[src/rfq_pkg.sv]
// Package of register map, field layout and reset constants for the receive free queue registers.
package rfq_pkg;
  localparam int ADDR_W = 12;
  localparam int DATA_W = 32;
  localparam int IDX_W = 16;
  localparam int IDX_SHIFT = 2;
  localparam logic [ADDR_W-1:0] OFF_BASE_LOW = 12'h290;
  localparam logic [ADDR_W-1:0] OFF_BASE_HIGH = 12'h294;
  localparam logic [ADDR_W-1:0] OFF_START = 12'h298;
  localparam logic [ADDR_W-1:0] OFF_WRITE = 12'h29C;
  localparam logic [ADDR_W-1:0] OFF_READ = 12'h2A0;
  localparam logic [ADDR_W-1:0] OFF_END = 12'h2A4;
  localparam logic [IDX_W-1:0] RST_IDX = 16'h0000;
  localparam logic [DATA_W-1:0] RST_BASE = 32'h0000_0000;
  localparam logic [1:0] RESP_OKAY = 2'h0;
  localparam logic [1:0] RESP_SLVERR = 2'h2;
endpackage : rfq_pkg

[src/rfq_addr_gen.sv]
// Registered physical address former: queue base plus index scaled to dwords.
`timescale 1ns/1ps
`default_nettype none
module rfq_addr_gen #(
  parameter int DW = 32,
  parameter int IW = 16,
  parameter int SH = 2
) (
  input wire logic i_clk,
  input wire logic i_rst_b,
  input wire logic [DW-1:0] i_base,
  input wire logic [IW-1:0] i_index,
  output logic [DW-1:0] o_addr
);
  logic [DW-1:0] next_addr;
  logic [DW-1:0] addr;

  always_comb begin
    next_addr = i_base + (DW'(i_index) << SH);
  end

  always_ff @(posedge i_clk) begin
    if (!i_rst_b) begin
      addr <= '0;
    end else begin
      addr <= next_addr;
    end
  end

  assign o_addr = addr;
endmodule : rfq_addr_gen
`default_nettype wire

[src/rfq_regs.sv]
// Receive queue base and large-buffer free queue index registers behind an AXI4-Lite slave.
//
// The AXI4-Lite interface to the registers was chosen for this implementation.
`timescale 1ns/1ps
`default_nettype none
// Overview of operation
// - A write to the lower base half is held and the base changes only when the upper half is written.
// - One base serves all receive descriptor reference queues.
// - Every queue element address is the base plus an index times four.
// - The start address is the base plus the start index times four.
// - The write address is the base plus the write pointer times four.
// - The read address is the base plus the read pointer times four.
// - The end index register can be written and read back.
// - The end address is the base plus the end index times four.
// - The lower base half waits in a holding register until the upper half is written.
module rfq_regs (
  input wire logic I_CLK,
  input wire logic I_RST_B,
  input wire logic I_AWVALID,
  output logic O_AWREADY,
  input wire logic [rfq_pkg::ADDR_W-1:0] I_AWADDR,
  input wire logic I_WVALID,
  output logic O_WREADY,
  input wire logic [rfq_pkg::DATA_W-1:0] I_WDATA,
  input wire logic [3:0] I_WSTRB,
  output logic O_BVALID,
  input wire logic I_BREADY,
  output logic [1:0] O_BRESP,
  input wire logic I_ARVALID,
  output logic O_ARREADY,
  input wire logic [rfq_pkg::ADDR_W-1:0] I_ARADDR,
  output logic O_RVALID,
  input wire logic I_RREADY,
  output logic [rfq_pkg::DATA_W-1:0] O_RDATA,
  output logic [1:0] O_RRESP,
  input wire logic I_CONSUME,
  output logic [rfq_pkg::DATA_W-1:0] O_QUEUE_BASE,
  output logic [rfq_pkg::DATA_W-1:0] O_START_ADDR,
  output logic [rfq_pkg::DATA_W-1:0] O_WRITE_ADDR,
  output logic [rfq_pkg::DATA_W-1:0] O_READ_ADDR,
  output logic [rfq_pkg::DATA_W-1:0] O_END_ADDR,
  output logic O_QUEUE_EMPTY
);
  import rfq_pkg::*;

  ////////////////////////////////////////////////////////////////////////////////////////////
  // Bus state.
  logic awready, wready, bvalid, arready, rvalid, aw_got, w_got;
  logic next_awready, next_wready, next_bvalid, next_arready, next_rvalid;
  logic next_aw_got, next_w_got;
  logic [1:0] bresp, rresp, next_bresp, next_rresp;
  logic [ADDR_W-1:0] waddr, next_waddr;
  logic [DATA_W-1:0] wdata, next_wdata, rdata, next_rdata;
  logic [3:0] wstrb, next_wstrb;
  logic aw_fire, w_fire, ar_fire, wr_do;

  // Register state.
  logic [IDX_W-1:0] base_hold, next_base_hold;
  logic [DATA_W-1:0] queue_base, next_queue_base;
  logic [IDX_W-1:0] start_index, next_start_index;
  logic [IDX_W-1:0] write_pointer, next_write_pointer;
  logic [IDX_W-1:0] read_pointer, next_read_pointer;
  logic [IDX_W-1:0] end_index, next_end_index;
  logic empty, next_empty;
  logic [IDX_W-1:0] wmerged;
  logic [IDX_W-1:0] wr_old;
  logic wr_ok, sw_rd_write, advance;

  assign aw_fire = I_AWVALID && awready;
  assign w_fire = I_WVALID && wready;
  assign ar_fire = I_ARVALID && arready;
  assign wr_do = aw_got && w_got && !bvalid;

  ////////////////////////////////////////////////////////////////////////////////////////////
  // Write and read channels.
  always_comb begin
    next_aw_got = aw_got;
    next_w_got = w_got;
    next_waddr = waddr;
    next_wdata = wdata;
    next_wstrb = wstrb;
    next_bvalid = bvalid;
    next_bresp = bresp;
    if (aw_fire) begin
      next_aw_got = 1'b1;
      next_waddr = I_AWADDR;
    end
    if (w_fire) begin
      next_w_got = 1'b1;
      next_wdata = I_WDATA;
      next_wstrb = I_WSTRB;
    end
    if (wr_do) begin
      next_aw_got = 1'b0;
      next_w_got = 1'b0;
      next_bvalid = 1'b1;
      next_bresp = wr_ok ? RESP_OKAY : RESP_SLVERR;
    end else if (bvalid && I_BREADY) begin
      next_bvalid = 1'b0;
    end
    next_awready = !next_aw_got && !next_bvalid;
    next_wready = !next_w_got && !next_bvalid;
    next_rvalid = rvalid;
    next_rdata = rdata;
    next_rresp = rresp;
    if (ar_fire) begin
      next_rvalid = 1'b1;
      next_rresp = RESP_OKAY;
      case (I_ARADDR)
        OFF_BASE_LOW: next_rdata = {16'h0000, base_hold};
        OFF_BASE_HIGH: next_rdata = {16'h0000, queue_base[31:16]};
        OFF_START: next_rdata = {16'h0000, start_index};
        OFF_WRITE: next_rdata = {16'h0000, write_pointer};
        OFF_READ: next_rdata = {16'h0000, read_pointer};
        OFF_END: next_rdata = {16'h0000, end_index};
        default: begin
          next_rdata = 32'h0000_0000;
          next_rresp = RESP_SLVERR;
        end
      endcase
    end else if (rvalid && I_RREADY) begin
      next_rvalid = 1'b0;
    end
    next_arready = !next_rvalid;
  end

  always_ff @(posedge I_CLK) begin
    if (!I_RST_B) begin
      aw_got <= 1'b0;
      w_got <= 1'b0;
      waddr <= '0;
      wdata <= '0;
      wstrb <= 4'h0;
      bvalid <= 1'b0;
      bresp <= RESP_OKAY;
      awready <= 1'b0;
      wready <= 1'b0;
      rvalid <= 1'b0;
      rdata <= '0;
      rresp <= RESP_OKAY;
      arready <= 1'b0;
    end else begin
      aw_got <= next_aw_got;
      w_got <= next_w_got;
      waddr <= next_waddr;
      wdata <= next_wdata;
      wstrb <= next_wstrb;
      bvalid <= next_bvalid;
      bresp <= next_bresp;
      awready <= next_awready;
      wready <= next_wready;
      rvalid <= next_rvalid;
      rdata <= next_rdata;
      rresp <= next_rresp;
      arready <= next_arready;
    end
  end

  ////////////////////////////////////////////////////////////////////////////////////////////
  // Register file and read pointer advance.
  always_comb begin
    next_base_hold = base_hold;
    next_queue_base = queue_base;
    next_start_index = start_index;
    next_write_pointer = write_pointer;
    next_read_pointer = read_pointer;
    next_end_index = end_index;
    wr_ok = 1'b1;
    sw_rd_write = 1'b0;
    case (waddr)
      OFF_BASE_LOW: wr_old = base_hold;
      OFF_BASE_HIGH: wr_old = queue_base[31:16];
      OFF_START: wr_old = start_index;
      OFF_WRITE: wr_old = write_pointer;
      OFF_READ: wr_old = read_pointer;
      OFF_END: wr_old = end_index;
      default: begin
        wr_old = 16'h0000;
        wr_ok = 1'b0;
      end
    endcase
    wmerged[7:0] = wstrb[0] ? wdata[7:0] : wr_old[7:0];
    wmerged[15:8] = wstrb[1] ? wdata[15:8] : wr_old[15:8];
    if (wr_do) begin
      case (waddr)
        OFF_BASE_LOW: next_base_hold = wmerged;
        OFF_BASE_HIGH: next_queue_base = {wmerged, base_hold};
        OFF_START: next_start_index = wmerged;
        OFF_WRITE: next_write_pointer = wmerged;
        OFF_READ: begin
          next_read_pointer = wmerged;
          sw_rd_write = 1'b1;
        end
        OFF_END: next_end_index = wmerged;
        default: next_base_hold = base_hold;
      endcase
    end
    advance = I_CONSUME && !empty && !sw_rd_write;
    if (advance) begin
      next_read_pointer = (read_pointer == end_index) ? start_index
                          : IDX_W'(read_pointer + 16'h0001);
    end
    next_empty = (next_read_pointer == next_write_pointer);
  end

  always_ff @(posedge I_CLK) begin
    if (!I_RST_B) begin
      base_hold <= RST_IDX;
      queue_base <= RST_BASE;
      start_index <= RST_IDX;
      write_pointer <= RST_IDX;
      read_pointer <= RST_IDX;
      end_index <= RST_IDX;
      empty <= 1'b1;
    end else begin
      base_hold <= next_base_hold;
      queue_base <= next_queue_base;
      start_index <= next_start_index;
      write_pointer <= next_write_pointer;
      read_pointer <= next_read_pointer;
      end_index <= next_end_index;
      empty <= next_empty;
    end
  end

  ////////////////////////////////////////////////////////////////////////////////////////////
  // Address formers sharing the one queue base.
  rfq_addr_gen #(.DW(DATA_W), .IW(IDX_W), .SH(IDX_SHIFT)) u_start (
    .i_clk(I_CLK), .i_rst_b(I_RST_B), .i_base(queue_base), .i_index(start_index),
    .o_addr(O_START_ADDR));
  rfq_addr_gen #(.DW(DATA_W), .IW(IDX_W), .SH(IDX_SHIFT)) u_write (
    .i_clk(I_CLK), .i_rst_b(I_RST_B), .i_base(queue_base), .i_index(write_pointer),
    .o_addr(O_WRITE_ADDR));
  rfq_addr_gen #(.DW(DATA_W), .IW(IDX_W), .SH(IDX_SHIFT)) u_read (
    .i_clk(I_CLK), .i_rst_b(I_RST_B), .i_base(queue_base), .i_index(read_pointer),
    .o_addr(O_READ_ADDR));
  rfq_addr_gen #(.DW(DATA_W), .IW(IDX_W), .SH(IDX_SHIFT)) u_end (
    .i_clk(I_CLK), .i_rst_b(I_RST_B), .i_base(queue_base), .i_index(end_index),
    .o_addr(O_END_ADDR));

  assign O_AWREADY = awready;
  assign O_WREADY = wready;
  assign O_BVALID = bvalid;
  assign O_BRESP = bresp;
  assign O_ARREADY = arready;
  assign O_RVALID = rvalid;
  assign O_RDATA = rdata;
  assign O_RRESP = rresp;
  assign O_QUEUE_BASE = queue_base;
  assign O_QUEUE_EMPTY = empty;

  ////////////////////////////////////////////////////////////////////////////////////////////
  // Checks.
  property p_base_only_on_high;
    @(posedge I_CLK) disable iff (!I_RST_B)
    !(wr_do && waddr == OFF_BASE_HIGH) |=> $stable(queue_base);
  endproperty
  a_base_only_on_high: assert property (p_base_only_on_high)
    else $error("Queue base changed without an upper half write.");

  property p_low_held;
    @(posedge I_CLK) disable iff (!I_RST_B)
    wr_do && waddr == OFF_BASE_LOW && wstrb == 4'hF
    |=> base_hold == $past(wdata[15:0]) && $stable(queue_base);
  endproperty
  a_low_held: assert property (p_low_held)
    else $error("Lower base half not held.");

  property p_common_base;
    @(posedge I_CLK) disable iff (!I_RST_B)
    $stable(queue_base) && $stable(start_index) && $stable(end_index)
    |=> O_END_ADDR - O_START_ADDR == (32'($past(end_index)) << 2) - (32'($past(start_index)) << 2);
  endproperty
  a_common_base: assert property (p_common_base)
    else $error("Start and end addresses do not share a base.");

  property p_low_bits;
    @(posedge I_CLK) disable iff (!I_RST_B)
    ##1 O_WRITE_ADDR[1:0] == $past(queue_base[1:0], 1);
  endproperty
  a_low_bits: assert property (p_low_bits)
    else $error("Element address low bits differ from base.");

  property p_start_addr;
    @(posedge I_CLK) disable iff (!I_RST_B)
    1'b1 |=> O_START_ADDR == $past(queue_base) + (32'($past(start_index)) << 2);
  endproperty
  a_start_addr: assert property (p_start_addr)
    else $error("Start address wrong.");

  property p_write_addr;
    @(posedge I_CLK) disable iff (!I_RST_B)
    1'b1 |=> O_WRITE_ADDR == $past(queue_base) + (32'($past(write_pointer)) << 2);
  endproperty
  a_write_addr: assert property (p_write_addr)
    else $error("Write address wrong.");

  property p_read_addr;
    @(posedge I_CLK) disable iff (!I_RST_B)
    advance |=> ##1 O_READ_ADDR == $past(queue_base) + (32'($past(read_pointer)) << 2);
  endproperty
  a_read_addr: assert property (p_read_addr)
    else $error("Read address wrong after advance.");

  property p_end_rw;
    @(posedge I_CLK) disable iff (!I_RST_B)
    wr_do && waddr == OFF_END && wstrb == 4'hF |=> end_index == $past(wdata[15:0]);
  endproperty
  a_end_rw: assert property (p_end_rw)
    else $error("End index not written.");

  property p_end_addr;
    @(posedge I_CLK) disable iff (!I_RST_B)
    $changed(end_index) |=> O_END_ADDR == $past(queue_base) + (32'($past(end_index)) << 2);
  endproperty
  a_end_addr: assert property (p_end_addr)
    else $error("End address wrong.");

  property p_wrap;
    @(posedge I_CLK) disable iff (!I_RST_B)
    advance && read_pointer == end_index |=> read_pointer == $past(start_index);
  endproperty
  a_wrap: assert property (p_wrap)
    else $error("Read pointer did not wrap to start.");
endmodule : rfq_regs
`default_nettype wire

[config.mk]
export PLATFORM = sky130hd
export DESIGN_NAME = rfq_regs
export DESIGN_NICKNAME = d
export VERILOG_FILES = /design/src/rfq_pkg.sv /design/src/rfq_addr_gen.sv /design/src/rfq_regs.sv
export SDC_FILE = /design/constraint.sdc
export NUM_CORES = 1
export LEC_CHECK = 0
export BUFFER_PORTS_ARGS = -buffer_cell sky130_fd_sc_hd__buf_4
export CAP_MARGIN = 20
export CORE_MARGIN = 10
export CORE_UTILIZATION = 45
export CTS_CLUSTER_DIAMETER = 200
export DETAILED_ROUTE_END_ITERATION = 7
export PLACE_DENSITY = 0.76
export SYNTH_ARGS = -nofsm -noshare
export SYNTH_HDL_FRONTEND = slang
export SYNTH_SLANG_ARGS = --single-unit
[constraint.sdc]
create_clock -name I_CLK -period 3.5 [get_ports I_CLK]
set_clock_uncertainty 0.1 [all_clocks]
set_input_delay 0.7 -clock I_CLK [delete_from_list [all_inputs] [get_ports I_CLK]]
set_output_delay 0.7 -clock I_CLK [all_outputs]
set_load 0.005 [all_outputs]
== Yosys cells after proc, flatten, opt, wreduce, memory -nomap -nowiden ==
Cells that the tools add are included.

* Register bits: 314
* Bits in latches: 0
* Memory bits (writable): 0
* Bits in read-only memories: 0
* Input port bits: 68
* Output and inout port bits: 202
* Word-level logic and storage cells: 90
* Memories kept: 0

* Add/sub/neg operators: 5
* Multiply operators: 0
* Divide/modulo/power cells: 0
* Order comparisons: 0
* Equality and inequality tests: 14
* Shift operators: 0
* Muxes and demuxes: 23
* Bitwise gates (word level): 0
* Reduce and logical (&&, ||, !) cells: 24

{| class="wikitable"
|+ Operator list
! operator !! count
|-
| 12-bit by 10-bit equality test with 1-bit output, second input constant || 12
|-
| 32-bit by 18-bit adder with 32-bit output || 4
|-
| 16-bit two-way mux || 6
|-
| 16-bit one-hot mux with 6 select lines || 1
|-
| 16-bit one-hot mux with 5 select lines || 1
|-
| 16-bit equality test || 2
|-
| 16-bit by 1-bit adder with 16-bit output, second input constant || 1
|-
| 8-bit two-way mux || 2
|-
| 6-bit OR reduction || 2
|-
| 1-bit logical AND || 11
|-
| 1-bit two-way mux || 11
|-
| 2-bit AND reduction || 4
|-
| 1-bit zero test || 7
|-
| 2-bit two-way mux || 2
|}

== Depth between registers and ports, before layout ==
* Word-level depth: 7
* Gate-level depth with buffers: 13

== Modules after synthesis ==
From an unflattened synthesis, not the netlist that was laid out.

* Cells, all modules: 2132
* Area total of the unflattened synthesis: 17110.2 µm²

{| class="wikitable"
|+ Modules (own cells, without submodules)
! module !! instances !! cells an instance !! area each (µm²)
|-
| rfq_regs || 1 || 1198 || 9146.3
|-
| rfq_addr_gen at u_read ... || 2 || 227 || 1934.4
|-
| rfq_addr_gen at u_write || 1 || 253 || 2125.8
|-
| rfq_addr_gen at u_end || 1 || 227 || 1969.4
|}

== Worst setup path after synthesis ==
No wires, ideal clock.

* Path kind: register to register
* Start: reg queue_base[3] (netlist: O_QUEUE_BASE[3])
* End: reg u_write.addr[31] (netlist: u_write.o_addr[31])
* Library setup time: 0.121 ns
* Arrival time: 2.847 ns
* Required time: 3.279 ns
* Path slack: 0.432 ns
* Cell stages (with the launch flop): 12
* Buffers on the path: 0
* Clock period less this slack: 3.068 ns
* Cells stage by stage: dfxtp_1 ha_1 a21o_1 a21o_1 a2111oi_0 o31ai_1 o41ai_2 o2111ai_1 a21oi_1 o21bai_1 nor2b_1 mux2i_1

* Longest elaborated chain between the ends: 1

{| class="wikitable"
|+ Ends and longest elaborated chain
! what !! RTL line !! RTL
|-
| start, declared || rfq_regs.sv:59 || <nowiki>logic [DATA_W-1:0] queue_base, next_queue_base;</nowiki>
|-
| start signal, assigned || rfq_regs.sv:217 || <nowiki>queue_base <= next_queue_base;</nowiki>
|-
| 32-bit by 18-bit adder with 32-bit output || rfq_addr_gen.sv:19 || <nowiki>next_addr = i_base + (DW'(i_index) << SH);</nowiki>
|-
| end signal, assigned || rfq_addr_gen.sv:26 || <nowiki>addr <= next_addr;</nowiki>
|-
| end, declared || rfq_addr_gen.sv:16 || <nowiki>logic [DW-1:0] addr;</nowiki>
|}

Every way passes these cells.
A chain may end at the register's enable or synchronous reset.

== Final worst setup path ==
* Start: reg queue_base[3] (netlist: O_QUEUE_BASE[3])
* End: reg u_end.addr[24] (netlist: u_end.o_addr[24])

* Longest elaborated chain between the ends: 1

{| class="wikitable"
|+ Ends and longest elaborated chain
! what !! RTL line
|-
| 32-bit by 18-bit adder with 32-bit output || rfq_addr_gen.sv:19
|-
| end signal, assigned || rfq_addr_gen.sv:26
|-
| end, declared || rfq_addr_gen.sv:16
|}

Every way passes these cells.

==> flow_summary.yaml <==
clock_network:
  cts.sinks: 290
  clock_latency_ns: 0.54
  clk_path_buf_depth: 3
  cts_buffers: 34
  cts_tree: "done"
  htreeDepth: 2
  cts-root-buf: "clkbuf_16"
  path_clk_slew_ns: 0.06
timing:
  fin_crit_sh_pct: 96.7
  holdWs_ns: 0.318
  post-route-min-period_ns: 3.38
  fin_ws_ns: 0.117
  drv_slew: 0
  tightest_slew_ns: 0.857
  fmax_mhz: 296
  setup_viol: 0
  final_hold_viol_count: 0
  slew_headroom_pct: 42.8
  rsz0062_at_grt: "true"
finish:
  mostFrequentLayoutCells: "buf_4 (427), dfxtp_1 (288), nand2_1 (286), nor2_1 (199), a21oi_1 (175)"
  drive_above_1_share_pct: 24.1
  fin_util_pct: 58.5
  stdcell_area_um2: 20200
  fillCellCount: 3130
  finalNonFillerCells: 2752
  antennaDiodeCount: 0
  synthToLayoutAreaGrowth_pct: 28.6
  layout_commonest_cell: "buf_4"
  nets: 2409
detailed_routing:
  first_iter_violations: 1441
  ant_nets: 0
  totalWireLength_um: 60800
  vias_per_cell: 5.75
  firstDrtPassIters: 6
  wl_per_cell_um: 22.1
  via_count: 15800
  drc: 0
worst_setup_path:
  cp-start-kind: "register"
  worstSetupPathType: "register to register"
  arrival_ns: 3.73
  endpoint: "u_end.o_addr[24]$_SDFF_PN0_"
  worstSetupStartpoint: "O_QUEUE_BASE[3]$_SDFFE_PN0P_"
  worstReg2RegEnd: "u_end.o_addr[24]$_SDFF_PN0_"
  cp.required_ns: 3.85
  end_kind: "register"
  worstPathMaxFanout: 7
  regToRegSetupSlack_ns: 0.12
  reg2reg_depth: 16
  r2r_start: "O_QUEUE_BASE[3]$_SDFFE_PN0P_"
floorplanning:
  dieWidth_um: 207
  die-area_um2: 42800
  initial_core_util_pct: 45.5
  coreArea_um2: 34500
  ios: 270
  dieHeight_um: 207
  rows: 68
synthesis:
  synth_compound_area_share_pct: 16.8
  synth_top_family_by_area: "simple AND/OR/NAND/NOR gates"
  synth-seq-cells: 290
  synth.yosys.seq_area_share_pct: 36.9
  syn_area_per_cell_um2: 8.16
  synth_edf_count: 0
  syn_inst: 1925
  synthXorXnorAreaFrac_pct: 4.74
  synth_cell_types: 89
  yosys_warnings: 0
  synth_area_um2: 15700
  synth_flop_cell: "dfxtp_1"
  synthArstFlopShare_pct: 0
  yosys.area_share.simple_pct: 23.3
  synthMuxAreaShare_pct: 7.26
  synthAdderAreaFrac_pct: 5.68
placement:
  placed_cells: 2686
  hpwl_um: 47300
  place.gp.congestion: 1.00
  preCtsSetupSlack_ns: -0.116
  place_area_um2: 18900
  port_buffers: 233
power_and_ir_drop:
  p_per_area_nw_per_um2: 458
  clock_power_share_pct: 38.9
  ir_drop_v: 0.000341
  p_int_mw: 6.49
  power_frac_seq_pct: 37.8
  switching_share_pct: 29.9
  combPwrFrac_pct: 23.3
  p_leak_nw: 8.49
  p_switching_mw: 2.77
grt:
  grt_usage_pct: 27.0
  grt_pass1_vias: 15200
  overflow: 0
  grt_pass1_wl_um: 89300
  antenna_found_initial: 0
  grt_max_degree: 102
flow_run:
  cap_viol_max_count: 0
hold_path:
  hold_depth: 3
  min_path_type: "primary input to register"
run_status:
  outcome: "finished clean"
-- per-layer routing --
layer	GRT usage (%)	routed length [um]	vias to the layer above	share of wire [%]
met5	0	0	-	0
met4	12.3	2860	0	4.7
met3	5.31	5230	152	8.6
met2	45.9	29000	771	48
met1	32.4	23800	7486	39
li1	-	-	7428	-
-- sequential cells by signal (all words and copies together) (netlist names), 16 cells and up --
signal and cells:
write_pointer 16, base_hold 16, u_read.o_addr 30, read_pointer 16, u_start.o_addr 32, O_QUEUE_BASE 32
O_RDATA 16, wdata 16, u_write.o_addr 30, end_index 16, start_index 16, u_end.o_addr 30
-- power groups by stage --
| stage | clock network (mW) | registers [mW] | logic, mW |
|---|---|---|---|
| after floorplan | 0 | 3.55 | 1.35 |
| after global placement | 0 | 3.56 | 2.07 |
| after detailed placement | 0 | 3.57 | 2.09 |
| after CTS | 3.64 | 3.50 | 2.09 |
| after global routing | 3.78 | 3.51 | 2.33 |
| final | 3.60 | 3.50 | 2.15 |
-- per-stage QoR --
| step | setup TNS, ns | total power, mW |
|---|---|---|
| 2_1_floorplan | 0 | 4.90 |
| 3_3_place_gp | -0.298 | 5.63 |
| 3_5_place_dp | -0.615 | 5.66 |
| 4_1_cts | 0 | 9.23 |
| 5_1_grt | -0.0967 | 9.61 |
| 6_report | 0 | 9.25 |
-- cell type report --
| class | count | area, um2 | share of cell area [%] |
|---|---|---|---|
| clock buffers | 40 | 905 | 4.47 |
| multi-input cells | 1476 | 9260 | 45.8 |
| well taps | 455 | 569 | 2.82 |
| clock inverters | 21 | 234 | 1.16 |
| repair buffers | 431 | 3290 | 16.3 |
| inverters | 39 | 151 | 0.749 |
| flip-flops and latches | 290 | 5810 | 28.7 |
-- synth_stat cells (all sizes together), types with 23 or more instances --
cell    count  area, um2
a21oi     181        910
and2       32        200
buf        57        379
clkbuf     80        300
dfxtp     290       5810
ha         65        813
inv        37        139
mux2i      99        991
nand2     286       1070
nand2b     26        163
nand3      53        278
nor2      200        767
nor2b      23        144
nor3       71        365
o21ai      72        360
xnor2      44        430
xor2       36        315
-- worst min-delay path by stage --
stage,start,end,slack (ns)
floorplan,w_got$_SDFF_PN0_,O_WREADY$_SDFF_PN0_,0.32
finish,I_WDATA[15],wdata[15]$_SDFFE_PN0P_,0.32
global route,I_AWADDR[1],waddr[1]$_SDFFE_PN0P_,0.32
global placement,w_got$_SDFF_PN0_,O_WREADY$_SDFF_PN0_,0.34
detailed placement,w_got$_SDFF_PN0_,O_WREADY$_SDFF_PN0_,0.35
CTS,I_WDATA[15],wdata[15]$_SDFFE_PN0P_,0.30
-- worst max-delay path, stage by stage, from the launching register on --
cell	delay, ns
dfxtp_1	0.34
buf_4	0.12
inv_1	0.09
buf_4	0.16
fa_1	0.46
nor2b_2	0.15
o21ai_0	0.13
a21boi_1	0.20
o21ai_1	0.15
a21oi_2	0.26
buf_4	0.18
a21oi_1	0.11
a21oi_2	0.20
a21boi_1	0.08
buf_4	0.18
nor2_1	0.14
mux2i_1	0.26
-- what timing repair did --
action,CTS,global route
endpoints found under the setup margin,10,52
pin swaps,0,9
buffers inserted,0,5
gates resized for setup,4,27
hold buffers,0,0
-- logic make-up (layout without fill, tap and decap cells) --
group                    count (synthesis)  count (layout)
AO/OA/AOI/OAI                          417             417
XOR/XNOR                                80              80
adder cells (fa/ha/maj)                 69              69
buffers and inverters                  176             531
flip-flops                             290             290
multiplexers                           112             112
other                                    1              18
AND/OR/NAND/NOR                        780             780
No activity file was read; power rests on OpenSTA's default activity.
